--- config.mk ---
export PLATFORM = sky130hd
export DESIGN_NAME = lcd_vs_regs
export DESIGN_NICKNAME = d
export VERILOG_FILES = /design/src/core/lcd_vs_pkg.sv /design/src/core/lcd_vs_regs.sv /design/src/core/lcd_addr_counter.sv
export SDC_FILE = /design/constraint.sdc
export NUM_CORES = 1
export LEC_CHECK = 0
export ABC_AREA = 0
export BUFFER_PORTS_ARGS = -buffer_cell sky130_fd_sc_hd__buf_2
export CAP_MARGIN = 15
export CORE_ASPECT_RATIO = 0.9
export CORE_UTILIZATION = 35
export DETAILED_ROUTE_END_ITERATION = 7
export PLACE_DENSITY = 0.62
export SLEW_MARGIN = 0
export SYNTH_ARGS = -nofsm -noshare
export SYNTH_HDL_FRONTEND = slang
export SYNTH_SLANG_ARGS = --single-unit
--- constraint.sdc ---
create_clock -name clk_sys_i -period 4.6 [get_ports clk_sys_i]
set_input_delay 0.69 -clock clk_sys_i [delete_from_list [all_inputs] [get_ports clk_sys_i]]
set_output_delay 0.69 -clock clk_sys_i [all_outputs]
set_load 0.005 [all_outputs]
--- src/core/lcd_vs_pkg.sv ---
// Constants for the LCD virtual screen, shade map and interrupt register bank.
// Assumes a plain register port with byte addresses and 32-bit data.
package lcd_vs_pkg;

  // ------------------------------------------------------------------
  // Register byte addresses
  // ------------------------------------------------------------------
  localparam logic [31:0] ADDR_VIRTUAL_SCREEN = 32'h4d00001c;
  localparam logic [31:0] ADDR_RED_SHADE      = 32'h4d000020;
  localparam logic [31:0] ADDR_GREEN_SHADE    = 32'h4d000024;
  localparam logic [31:0] ADDR_BLUE_SHADE     = 32'h4d000028;
  localparam logic [31:0] ADDR_DITHER         = 32'h4d00004c;
  localparam logic [31:0] ADDR_OVERRIDE       = 32'h4d000050;
  localparam logic [31:0] ADDR_IRQ_PEND       = 32'h4d000054;
  localparam logic [31:0] ADDR_IRQ_SRC        = 32'h4d000058;
  localparam logic [31:0] ADDR_IRQ_MASK       = 32'h4d00005c;
  localparam logic [31:0] ADDR_FRAME_BASE     = 32'h4d000014;
  localparam logic [31:0] ADDR_FRAME_END      = 32'h4d000018;
  localparam logic [31:0] ADDR_CTRL           = 32'h4d000060;
  localparam logic [31:0] ADDR_STATUS         = 32'h4d000064;

  // ------------------------------------------------------------------
  // Field positions and widths
  // ------------------------------------------------------------------
  localparam int SKIP_LSB       = 11;
  localparam int HW_FIELD_W     = 11;
  localparam int OVR_EN_BIT     = 24;
  localparam int OVR_VAL_W      = 24;
  localparam int DITHER_W       = 19;
  localparam int BLUE_MAP_W     = 16;
  localparam int BASE_W         = 21;
  localparam int BANK_LSB       = 21;
  localparam int BANK_W         = 9;
  localparam int IRQ_W          = 2;
  localparam int IRQ_FIFO_BIT   = 0;
  localparam int IRQ_FRAME_BIT  = 1;
  localparam int CTRL_ENABLE    = 0;
  localparam int CTRL_TFT       = 1;

  // ------------------------------------------------------------------
  // Reset values and unmapped read value
  // ------------------------------------------------------------------
  localparam logic [31:0]       RST_WORD = 32'h00000000;
  localparam logic [IRQ_W-1:0]  RST_MASK = 2'h3;
  localparam logic [31:0]       RD_UNMAPPED = 32'h00000000;

endpackage

--- src/core/lcd_vs_regs.sv ---
// LCD register bank: virtual screen, STN shade maps, dither, override, irqs.
// Assumes a one-cycle strobe register port and synchronous event inputs.
//
// The plain strobed port was left to the implementer.
`timescale 1ns/1ps
module lcd_vs_regs
  import lcd_vs_pkg::*;
#(
  parameter int DITHER_WIDTH = DITHER_W
)(
  // Clock and reset
  input  wire logic        clk_sys_i,
  input  wire logic        nrst_i,
  // Register port
  input  wire logic [31:0] reg_addr_i,
  input  wire logic [31:0] reg_wdata_i,
  input  wire logic        reg_wr_i,
  input  wire logic        reg_rd_i,
  output logic [31:0]      reg_rdata_o,
  // Events from the fetch engine
  input  wire logic        fifo_level_i,
  input  wire logic        fetch_step_i,
  // STN colour codes and frame data
  input  wire logic [2:0]  red_code_i,
  input  wire logic [2:0]  green_code_i,
  input  wire logic [1:0]  blue_code_i,
  input  wire logic [23:0] frame_data_i,
  // Video side
  output logic [3:0]       red_shade_o,
  output logic [3:0]       green_shade_o,
  output logic [3:0]       blue_shade_o,
  output logic [23:0]      video_data_o,
  output logic [31:0]      fetch_addr_o,
  output logic [DITHER_WIDTH-1:0] dither_o,
  output logic             video_output_enable_o,
  output logic             frame_sync_irq_o,
  output logic             irq_o
);

  // ------------------------------------------------------------------
  // Registers
  // ------------------------------------------------------------------
  logic [HW_FIELD_W-1:0]   line_skip_halfwords_q;
  logic [HW_FIELD_W-1:0]   view_width_halfwords_q;
  logic [31:0]             red_shade_select_q;
  logic [31:0]             green_shade_select_q;
  logic [BLUE_MAP_W-1:0]   blue_shade_select_q;
  logic [DITHER_WIDTH-1:0] dither_q;
  logic                    override_color_enable_q;
  logic [OVR_VAL_W-1:0]    override_color_value_q;
  logic                    override_live_q;
  logic [IRQ_W-1:0]        irq_pending_q;
  logic [IRQ_W-1:0]        irq_source_q;
  logic [IRQ_W-1:0]        irq_mask_q;
  logic [BANK_W-1:0]       buffer_bank_q;
  logic [BASE_W-1:0]       upper_base_addr_q;
  logic [BASE_W-1:0]       lower_base_addr_q;
  logic                    tft_mode_q;
  logic [IRQ_W-1:0]        events;
  logic                    frame_done;
  logic [31:0]             fetch_addr;
  logic [31:0]             rd_d;

  function automatic logic [3:0] nibble_pick(input logic [31:0] map, input logic [2:0] code);
    nibble_pick = map[{code, 2'b00} +: 4];
  endfunction

  function automatic logic hit(input logic [31:0] a, input logic [31:0] ref_addr);
    hit = (a == ref_addr);
  endfunction

  // ------------------------------------------------------------------
  // Configuration writes
  // ------------------------------------------------------------------
  always_ff @(posedge clk_sys_i or negedge nrst_i) begin
    if (!nrst_i) begin
      line_skip_halfwords_q  <= '0;
      view_width_halfwords_q <= '0;
    end else if (reg_wr_i && hit(reg_addr_i, ADDR_VIRTUAL_SCREEN)) begin
      // Fields taken as written; host keeps output disabled meanwhile
      line_skip_halfwords_q  <= reg_wdata_i[SKIP_LSB +: HW_FIELD_W];
      view_width_halfwords_q <= reg_wdata_i[HW_FIELD_W-1:0];
    end
  end

  always_ff @(posedge clk_sys_i or negedge nrst_i) begin
    if (!nrst_i) begin
      red_shade_select_q   <= RST_WORD;
      green_shade_select_q <= RST_WORD;
      blue_shade_select_q  <= '0;
      dither_q             <= '0;
    end else if (reg_wr_i) begin
      if (hit(reg_addr_i, ADDR_RED_SHADE))
        red_shade_select_q <= reg_wdata_i;
      if (hit(reg_addr_i, ADDR_GREEN_SHADE))
        green_shade_select_q <= reg_wdata_i;
      if (hit(reg_addr_i, ADDR_BLUE_SHADE))
        blue_shade_select_q <= reg_wdata_i[BLUE_MAP_W-1:0];
      // Any value stored; only the two known patterns are meaningful
      if (hit(reg_addr_i, ADDR_DITHER))
        dither_q <= reg_wdata_i[DITHER_WIDTH-1:0];
    end
  end

  always_ff @(posedge clk_sys_i or negedge nrst_i) begin
    if (!nrst_i) begin
      override_color_enable_q <= 1'b0;
      override_color_value_q  <= '0;
    end else if (reg_wr_i && hit(reg_addr_i, ADDR_OVERRIDE)) begin
      override_color_enable_q <= reg_wdata_i[OVR_EN_BIT];
      override_color_value_q  <= reg_wdata_i[OVR_VAL_W-1:0];
    end
  end

  always_ff @(posedge clk_sys_i or negedge nrst_i) begin
    if (!nrst_i) begin
      buffer_bank_q         <= '0;
      upper_base_addr_q     <= '0;
      lower_base_addr_q     <= '0;
      video_output_enable_o <= 1'b0;
      tft_mode_q            <= 1'b0;
    end else if (reg_wr_i) begin
      if (hit(reg_addr_i, ADDR_FRAME_BASE)) begin
        buffer_bank_q     <= reg_wdata_i[BANK_LSB +: BANK_W];
        upper_base_addr_q <= reg_wdata_i[BASE_W-1:0];
      end
      if (hit(reg_addr_i, ADDR_FRAME_END))
        lower_base_addr_q <= reg_wdata_i[BASE_W-1:0];
      if (hit(reg_addr_i, ADDR_CTRL)) begin
        video_output_enable_o <= reg_wdata_i[CTRL_ENABLE];
        tft_mode_q            <= reg_wdata_i[CTRL_TFT];
      end
    end
  end

  // ------------------------------------------------------------------
  // Address walker
  // ------------------------------------------------------------------
  // Base address changes reach the walker only at its next restart, but bank_i
  // feeds addr_o directly, so a bank change takes effect mid-frame
  lcd_addr_counter u_addr (
    .clk_sys_i    (clk_sys_i),
    .nrst_i       (nrst_i),
    .run_i        (video_output_enable_o),
    .bank_i       (buffer_bank_q),
    .base_i       (upper_base_addr_q),
    .end_i        (lower_base_addr_q),
    .width_i      (view_width_halfwords_q),
    .skip_i       (line_skip_halfwords_q),
    .step_i       (fetch_step_i),
    .addr_o       (fetch_addr),
    .frame_done_o (frame_done)
  );

  always_ff @(posedge clk_sys_i or negedge nrst_i) begin
    if (!nrst_i)
      fetch_addr_o <= '0;
    else
      fetch_addr_o <= fetch_addr;
  end

  // ------------------------------------------------------------------
  // Video data path
  // ------------------------------------------------------------------
  always_ff @(posedge clk_sys_i or negedge nrst_i) begin
    if (!nrst_i) begin
      red_shade_o   <= '0;
      green_shade_o <= '0;
      blue_shade_o  <= '0;
      dither_o      <= '0;
    end else begin
      red_shade_o   <= nibble_pick(red_shade_select_q, red_code_i);
      green_shade_o <= nibble_pick(green_shade_select_q, green_code_i);
      blue_shade_o  <= nibble_pick({16'h0000, blue_shade_select_q},
                                   {1'b0, blue_code_i});
      dither_o      <= dither_q;
    end
  end

  // Override latched at frame boundary so a frame is never half replaced
  always_ff @(posedge clk_sys_i or negedge nrst_i) begin
    if (!nrst_i)
      override_live_q <= 1'b0;
    else if (frame_done || !video_output_enable_o)
      override_live_q <= override_color_enable_q && tft_mode_q;
  end

  always_ff @(posedge clk_sys_i or negedge nrst_i) begin
    if (!nrst_i)
      video_data_o <= '0;
    else if (override_live_q)
      video_data_o <= override_color_value_q;
    else
      video_data_o <= frame_data_i;
  end

  // ------------------------------------------------------------------
  // Interrupts
  // ------------------------------------------------------------------
  assign events = {frame_done, fifo_level_i};

  // Set wins over a clear in the same cycle
  always_ff @(posedge clk_sys_i or negedge nrst_i) begin
    if (!nrst_i)
      irq_source_q <= '0;
    else
      irq_source_q <= (irq_source_q
                       & ~((reg_wr_i && hit(reg_addr_i, ADDR_IRQ_SRC))
                           ? reg_wdata_i[IRQ_W-1:0] : 2'h0)
                       & ~((reg_rd_i && hit(reg_addr_i, ADDR_IRQ_SRC))
                           ? 2'h3 : 2'h0))
                      | events;
  end

  always_ff @(posedge clk_sys_i or negedge nrst_i) begin
    if (!nrst_i)
      irq_pending_q <= '0;
    else
      irq_pending_q <= (irq_pending_q
                        & ~((reg_wr_i && hit(reg_addr_i, ADDR_IRQ_PEND))
                            ? reg_wdata_i[IRQ_W-1:0] : 2'h0)
                        & ~((reg_rd_i && hit(reg_addr_i, ADDR_IRQ_PEND))
                            ? 2'h3 : 2'h0))
                       | (irq_source_q & ~irq_mask_q);
  end

  always_ff @(posedge clk_sys_i or negedge nrst_i) begin
    if (!nrst_i)
      irq_mask_q <= RST_MASK;
    else if (reg_wr_i && hit(reg_addr_i, ADDR_IRQ_MASK))
      irq_mask_q <= reg_wdata_i[IRQ_W-1:0];
  end

  always_ff @(posedge clk_sys_i or negedge nrst_i) begin
    if (!nrst_i) begin
      irq_o            <= 1'b0;
      frame_sync_irq_o <= 1'b0;
    end else begin
      irq_o            <= |(irq_pending_q & ~irq_mask_q);
      frame_sync_irq_o <= irq_pending_q[IRQ_FRAME_BIT];
    end
  end

  // ------------------------------------------------------------------
  // Read path
  // ------------------------------------------------------------------
  // Unmapped addresses, the test range included, read as zero
  always_comb begin
    rd_d = RD_UNMAPPED;
    case (reg_addr_i)
      ADDR_VIRTUAL_SCREEN: rd_d = {10'h000, line_skip_halfwords_q, view_width_halfwords_q};
      ADDR_RED_SHADE:      rd_d = red_shade_select_q;
      ADDR_GREEN_SHADE:    rd_d = green_shade_select_q;
      ADDR_BLUE_SHADE:     rd_d = {16'h0000, blue_shade_select_q};
      ADDR_DITHER:         rd_d = 32'(dither_q);
      ADDR_OVERRIDE:       rd_d = {7'h00, override_color_enable_q, override_color_value_q};
      ADDR_IRQ_PEND:       rd_d = {30'h0, irq_pending_q};
      ADDR_IRQ_SRC:        rd_d = {30'h0, irq_source_q};
      ADDR_IRQ_MASK:       rd_d = {30'h0, irq_mask_q};
      ADDR_FRAME_BASE:     rd_d = {2'h0, buffer_bank_q, upper_base_addr_q};
      ADDR_FRAME_END:      rd_d = {11'h000, lower_base_addr_q};
      ADDR_CTRL:           rd_d = {30'h0, tft_mode_q, video_output_enable_o};
      ADDR_STATUS:         rd_d = {30'h0, override_live_q, |irq_pending_q};
      default:             rd_d = RD_UNMAPPED;
    endcase
  end

  always_ff @(posedge clk_sys_i or negedge nrst_i) begin
    if (!nrst_i)
      reg_rdata_o <= '0;
    else if (reg_rd_i)
      reg_rdata_o <= rd_d;
    else
      reg_rdata_o <= '0;
  end

endmodule // lcd_vs_regs

--- src/core/lcd_addr_counter.sv ---
// Frame buffer half-word address walker for the view port.
// Assumes the fetch engine pulses step_i once per half-word taken.
`timescale 1ns/1ps
module lcd_addr_counter
  import lcd_vs_pkg::*;
(
  // Clock and reset
  input  wire logic                  clk_sys_i,
  input  wire logic                  nrst_i,
  // Configuration
  input  wire logic                  run_i,
  input  wire logic [BANK_W-1:0]     bank_i,
  input  wire logic [BASE_W-1:0]     base_i,
  input  wire logic [BASE_W-1:0]     end_i,
  input  wire logic [HW_FIELD_W-1:0] width_i,
  input  wire logic [HW_FIELD_W-1:0] skip_i,
  // Fetch side
  input  wire logic                  step_i,
  output logic [31:0]                addr_o,
  output logic                       frame_done_o
);

  logic [BASE_W-1:0]     addr_q;
  logic [HW_FIELD_W-1:0] col_q;

  // ------------------------------------------------------------------
  // Walk
  // ------------------------------------------------------------------
  always_ff @(posedge clk_sys_i or negedge nrst_i) begin
    if (!nrst_i) begin
      addr_q       <= '0;
      col_q        <= '0;
      frame_done_o <= 1'b0;
    end else begin
      frame_done_o <= 1'b0;
      if (!run_i) begin
        addr_q <= base_i;
        col_q  <= '0;
      end else if (step_i) begin
        if (col_q + 11'h001 >= width_i) begin
          col_q  <= '0;
          addr_q <= addr_q + BASE_W'(1) + BASE_W'(skip_i);
        end else begin
          col_q  <= col_q + 11'h001;
          addr_q <= addr_q + BASE_W'(1);
        end
        // Stop at frame end and restart from the base
        if (addr_q + BASE_W'(1) >= end_i) begin
          addr_q       <= base_i;
          col_q        <= '0;
          frame_done_o <= 1'b1;
        end
      end
    end
  end

  assign addr_o = {1'b0, bank_i, addr_q, 1'b0};

endmodule // lcd_addr_counter

==> results of run 1 <==
## cell usage in the layout, fill, tap and decap left out, drive strengths merged, types with 4 or more instances in the layout
cell type / count
a21o: 7
a21oi: 39
a221oi: 20
a222oi: 14
a22o: 28
a22oi: 38
a31oi: 28
and2: 6
and3: 8
and4: 4
buf: 246
bufinv: 4
clkbuf: 51
clkinv: 4
dfrtp: 356
ha: 49
inv: 48
mux2: 234
mux2i: 9
mux4: 20
nand2: 55
nand2b: 7
nand3: 28
nand3b: 4
nand4: 19
nor2: 48
nor2b: 4
nor3: 17
nor4: 7
o21ai: 31
o22ai: 9
or3: 4
xnor2: 28
xor2: 16
## state kept, by name (all words and copies together) (netlist names), 4 cells and up
name	cells
red_shade_select_q	32
blue_shade_select_q	16
video_data_o	24
green_shade_select_q	32
green_shade_o	4
reg_rdata_o	32
upper_base_addr_q	21
line_skip_halfwords_q	11
red_shade_o	4
override_color_value_q	24
blue_shade_o	4
view_width_halfwords_q	11
lower_base_addr_q	21
u_addr.col_q	11
dither_q	19
fetch_addr_o	30
dither_o	19
buffer_bank_q	9
u_addr.addr_q	21
## cell usage after synthesis, types with 5 or more instances
| master | instances |
|---|---|
| nor2_1 | 45 |
| dfrtp_1 | 356 |
| mux2i_1 | 9 |
| nand3_1 | 25 |
| clkbuf_1 | 29 |
| a31oi_1 | 28 |
| o22ai_1 | 9 |
| o21ai_0 | 31 |
| nand2b_1 | 6 |
| a222oi_1 | 14 |
| buf_6 | 5 |
| inv_1 | 46 |
| nor3_1 | 10 |
| nor4_2 | 5 |
| xor2_1 | 15 |
| a22o_1 | 28 |
| a21o_1 | 7 |
| a221oi_1 | 20 |
| nand4_1 | 18 |
| a21oi_1 | 39 |
| mux4_2 | 20 |
| and2_1 | 6 |
| ha_1 | 49 |
| buf_2 | 25 |
| a22oi_1 | 38 |
| mux2_1 | 58 |
| mux2_2 | 176 |
| and3_1 | 8 |
| nand2_1 | 54 |
| xnor2_1 | 28 |
## cell type report
type / instances / area [µm²]
inverters: 46 / 173
fillers: 4331 / 27100
flip-flops and latches: 358 / 8960
multi-input cells: 820 / 7250
clock inverters: 11 / 194
repair buffers: 246 / 1330
clock buffers: 51 / 1060
well taps: 616 / 771
## worst paths after layout
kind,depth (start not counted),from,end,slack (ns)
worst min register to register,0,buffer_bank_q[2]$_DFFE_PN0P_,fetch_addr_o[24]$_DFF_PN0_,0.41
min in group clk_sys_i,2,fifo_level_i,irq_source_q[0]$_DFF_PN0_,0.35
worst max register to register,13,u_addr.addr_q[0]$_DFFE_PN0P_,u_addr.col_q[7]$_DFFE_PN0P_,0.53
worst min-delay path,1,nrst_i,video_data_o[3]$_DFF_PN0_,0.16
max in group asynchronous,2,nrst_i,green_shade_select_q[13]$_DFFE_PN0P_,3.37
worst max-delay path,13,u_addr.addr_q[0]$_DFFE_PN0P_,u_addr.col_q[7]$_DFFE_PN0P_,0.53
## layer usage
layer  GRT usage  vias to the layer above  wire length, µm
met4      0.0495                        0              856
met3      0.0393                       54             3530
met5           0                        -                0
met1       0.305                     6174            23100
li1            -                     5226                -
met2       0.314                      452            22700
## where the power goes
part           internal, W  switching [W]  leakage, nW
registers          0.00316     0.00000251         4.92
logic            0.0000654       0.000141         4.25
clock network      0.00184        0.00128        0.610
## through the flow
stage          cell area (µm²)  utilization  hold WS, ns  worst slack, ns
3_3_place_gp             18500        0.395        0.385            0.655
6_report                 19700        0.421        0.162            0.527
2_1_floorplan            16700            -        0.349             1.34
5_1_grt                  19700        0.421        0.229           0.0736
3_5_place_dp             18500        0.395        0.391            0.481
4_1_cts                  19700        0.421        0.226            0.443
## kinds of logic (layout without fill, tap and decap cells)
| logic type | after synthesis | count (layout) | synth area share |
|---|---|---|---|
| compound gates | 237 | 237 | 0.100 |
| fa+ha+maj | 50 | 50 | 0.0380 |
| buf+inv | 111 | 354 | 0.0300 |
| other cells | 1 | 2 | 0.000225 |
| flops | 358 | 358 | 0.537 |
| xor+xnor | 44 | 44 | 0.0236 |
| mux | 263 | 263 | 0.190 |
| simple gates | 224 | 224 | 0.0799 |
==> results.sh, run 1 <==
export IMPL_grt_pass1_vias=12000
export IMPL_ys_ff_latch=358
export IMPL_setup_worst_path_class="flop to flop"
export IMPL_leakage_nw=9.78
export IMPL_worst_ep_required_time_ns=5.07
export IMPL_cts_resized=0
export IMPL_num_vias=11900
export IMPL_synth_edf_count=0
export IMPL_synthArstFlopShare=1.00
export IMPL_drt_iter0_markers=1108
export IMPL_cts_setup_buffers=0
export IMPL_globalplace_congestion=0.947
export IMPL_yosys_warnings=0
export IMPL_instances_no_fill=2148
export IMPL_final_max_slew_viol_count=0
export IMPL_fmax_mhz=246
export IMPL_synth_largest_area_cell="dfrtp_1"
export IMPL_synthDistinctLibCells=76
export IMPL_antenna_left=0
export IMPL_ys_seq_area_frac=0.537
export IMPL_finalCritPeriodShare=0.885
export IMPL_clkTransAtPathRegs_ns=0.07
export IMPL_antenna_cells=0
export IMPL_dieHeight_um=209
export IMPL_initial_core_util=0.356
export IMPL_dp_final_hpwl_mm=36.5
export IMPL_tightest_slew_ns=0.883
export IMPL_rsz0062_at_grt="false"
export IMPL_clockBufferDepth=3
export IMPL_critPathBufInv=0
export IMPL_status="finished clean"
export IMPL_drive_above_1_share=0.349
export IMPL_place_inst=2086
export IMPL_first_pass_iters=6
export IMPL_cp_slowest_cell="nor4_4"
export IMPL_routed_wl_mm=50.2
export IMPL_grt_overflow_total=0
export IMPL_crit_family="simple AND/OR/NAND/NOR gates"
export IMPL_relSlewSlack=0.412
export IMPL_power_density_nw_per_um2=329
export IMPL_netlist_area_um2=16700
export IMPL_final_nets=1661
export IMPL_maxCapViolCount=0
export IMPL_ys_top_cells_by_area="dfrtp_1 53%, mux2_2 12%, mux2_1 3.9%, ha_1 3.7%, mux4_2 2.7%"
export IMPL_max_stage_delay_ns=0.52
export IMPL_synth_ff_type="dfrtp_1"
export IMPL_finalSetupViolations=0
export IMPL_grt_pass1_wl_mm=75.9
export IMPL_critPathCaptureType="flop"
export IMPL_rows=75
export IMPL_grt_max_degree=103
export IMPL_ios=224
export IMPL_avgViaCountPerCell=5.54
export IMPL_syn_area_per_cell_um2=12.9
export IMPL_cts_buffers=37
export IMPL_synthToLayoutAreaGrowth_pct=18.3
export IMPL_root_buffer="clkbuf_16"
export IMPL_synth_top_area_frac=0.534
export IMPL_ir_drop_mv=0.256
export IMPL_crit_path_max_fanout=10
export IMPL_netlist_instances=1288
export IMPL_die_area_um2=48500
export IMPL_track_usage=0.208
export IMPL_worstHoldPathType="primary input to asynchronous set/reset pin"
export IMPL_cts_tree="built"
export IMPL_htree_levels=2
export IMPL_antenna_found_initial=1
export IMPL_total_power_w=0.00649
export IMPL_hold_buffers=0
export IMPL_fin_crit_ns=4.07
export IMPL_cp_arrival_ns=4.54
export IMPL_port_buffer_count=221
export IMPL_clock_latency_ns=0.55
export IMPL_die_w_um=232
export IMPL_fp_coreArea_um2=46800
export IMPL_clkSinkCount=358
export IMPL_drc=0
export IMPL_skew_ns=0.0220
export IMPL_wl_per_cell_um=23.4
export IMPL_hold_viol=0
export IMPL_path_cells="ha_1 -> nand2_1 -> nor2_1 -> nand4_1 -> nor2_1 -> xor2_1 -> ha_1 -> a21oi_1 -> o21ai_0 -> nor4_4 -> nand2_1 -> nor2_4 -> a22o_1"
export IMPL_cp_start_kind="flop"
export IMPL_tns_ns=0
Note: power is estimated with default switching activity, not from simulation.
==> run 2, diff against run 1 <==
- CTS_BUF_LIST: unset -> sky130_fd_sc_hd__clkbuf_4 sky130_fd_sc_hd__clkbuf_8
==> results.sh, run 2 (synthesis results as in run 1) <==
export IMPL_status="finished clean"
export IMPL_power_density_nw_per_um2=327
export IMPL_relSlewSlack=0.407
export IMPL_num_vias=12100
export IMPL_drive_above_1_share=0.370
export IMPL_tns_ns=0
export IMPL_grt_max_degree=103
export IMPL_initial_core_util=0.356
export IMPL_final_nets=1681
export IMPL_dieHeight_um=209
export IMPL_reg_top3="green_shade_select_q x32, red_shade_select_q x32, reg_rdata_o x32"
export IMPL_final_cell_mix="356 x dfrtp_1, 220 x buf_2, 176 x mux2_2"
export IMPL_final_max_slew_viol_count=0
export IMPL_port_buffer_count=221
export IMPL_regToRegSetupSlack_ns=0.53
export IMPL_fp_coreArea_um2=46800
export IMPL_cts_setup_buffers=0
export IMPL_ff_latch_area_um2=8960
export IMPL_clkSinkCount=358
export IMPL_cts_tree="built"
export IMPL_top_layer="met4"
export IMPL_avgViaCountPerCell=5.50
export IMPL_path_cells="ha_1 -> nand2_1 -> nor2_1 -> nand4_1 -> nor2_1 -> xor2_1 -> ha_1 -> a21oi_1 -> o21ai_0 -> nor4_4 -> nand2_1 -> nor2_4 -> a22o_1"
export IMPL_critPathCaptureType="flop"
export IMPL_htree_levels=2
export IMPL_worst_ep_required_time_ns=5.16
export IMPL_multi_input_area_um2=7250
export IMPL_track_usage=0.208
export IMPL_dp_final_hpwl_mm=36.5
export IMPL_die_area_um2=48500
export IMPL_max_stage_delay_ns=0.52
export IMPL_cp_slowest_cell="nor4_4"
export IMPL_die_w_um=232
export IMPL_setup_worst_path_class="flop to flop"
export IMPL_grt_pass1_vias=12200
export IMPL_n_fill_cell=4361
export IMPL_fmax_mhz=246
export IMPL_maxCapViolCount=0
export IMPL_clockBufferDepth=3
export IMPL_drt_iter0_markers=1103
export IMPL_synthToLayoutAreaGrowth_pct=18.9
export IMPL_cp_start_kind="flop"
export IMPL_final_common_cell="dfrtp_1"
export IMPL_rows=75
export IMPL_finalSetupViolations=0
export IMPL_antenna_found_initial=2
export IMPL_cts_buffers=57
export IMPL_globalplace_congestion=0.947
export IMPL_first_pass_iters=6
export IMPL_hold_buffers=0
export IMPL_root_buffer="clkbuf_8"
export IMPL_cp_arrival_ns=4.63
export IMPL_leakage_nw=9.88
export IMPL_grt_pass1_wl_mm=76.0
export IMPL_worstHoldPathType="primary input to asynchronous set/reset pin"
export IMPL_skew_ns=0.0275
export IMPL_ios=224
export IMPL_ir_drop_mv=0.255
export IMPL_wl_met1_mm=23.3
export IMPL_fin_crit_ns=4.07
export IMPL_hold_viol=0
export IMPL_wl_met3_mm=3.38
export IMPL_grt_overflow_total=0
export IMPL_routed_wl_mm=50.2
export IMPL_drc=0
export IMPL_r2r_cells=13
export IMPL_rsz0062_at_grt="false"
export IMPL_crit_path_max_fanout=10
export IMPL_clock_latency_ns=0.64
export IMPL_fin_ws_ns=0.529
export IMPL_utilization=0.423
export IMPL_clkTransAtPathRegs_ns=0.06
export IMPL_cts_resized=0
export IMPL_wl_per_cell_um=22.9
export IMPL_wl_met2_mm=22.4
export IMPL_tightest_slew_ns=0.889
export IMPL_finalCritPeriodShare=0.885
export IMPL_antenna_left=0
export IMPL_pre_cts_slack_ns=0.481
[run 2: worst paths after layout]
kind / start / to
worst min register to register: buffer_bank_q[0]$_DFFE_PN0P_ / fetch_addr_o[22]$_DFF_PN0_
worst max register to register: u_addr.addr_q[1]$_DFFE_PN0P_ / u_addr.col_q[3]$_DFFE_PN0P_
worst max-delay path: u_addr.addr_q[1]$_DFFE_PN0P_ / u_addr.col_q[3]$_DFFE_PN0P_
worst min-delay path: nrst_i / video_data_o[3]$_DFF_PN0_
min in group clk_sys_i: fifo_level_i / irq_source_q[0]$_DFF_PN0_
max in group asynchronous: nrst_i / override_color_value_q[14]$_DFFE_PN0P_
[run 2: routing by layer]
layer,up-vias,global-route usage
met5,-,0
met4,0,0.0599
met3,78,0.0401
met2,456,0.311
met1,6229,0.304
li1,5287,-
[run 2: report_power, final]
group	internal [W]	switching, W
combinational	0.0000654	0.000141
sequential	0.00316	0.00000246
clock	0.00184	0.00128
total	0.00506	0.00143
[run 2: metrics by stage]
stage	hold WS [ns]	total power (W)	instance area, µm²	cells
2_1_floorplan	0.349	0.00326	16700	1289
3_3_place_gp	0.385	0.00343	18500	2086
3_5_place_dp	0.391	0.00343	18500	2086
4_1_cts	0.138	0.00657	19800	2190
5_1_grt	0.151	0.00672	19800	2191
6_report	0.101	0.00649	19800	2192
[run 2: area by class of cell]
| class | instances | share of cell area |
|---|---|---|
| Clock buffer | 93 | 0.0592 |
| Timing Repair Buffer | 246 | 0.0670 |
| Sequential cell | 358 | 0.452 |
| Tap cell | 616 | 0.0389 |
| Clock inverter | 11 | 0.00852 |
| Inverter | 46 | 0.00871 |
| Multi-Input combinational cell | 820 | 0.365 |
| Antenna cell | 2 | 0.000252 |
[run 2: critical path, delay by kind of cell (launching register included)]
family,cells,cell delay [ns]
AND/OR/NAND/NOR,7,2.15
adder cells (fa/ha/maj),2,0.63
AO/OA/AOI/OAI,3,0.54
flip-flops,1,0.43
XOR/XNOR,1,0.27
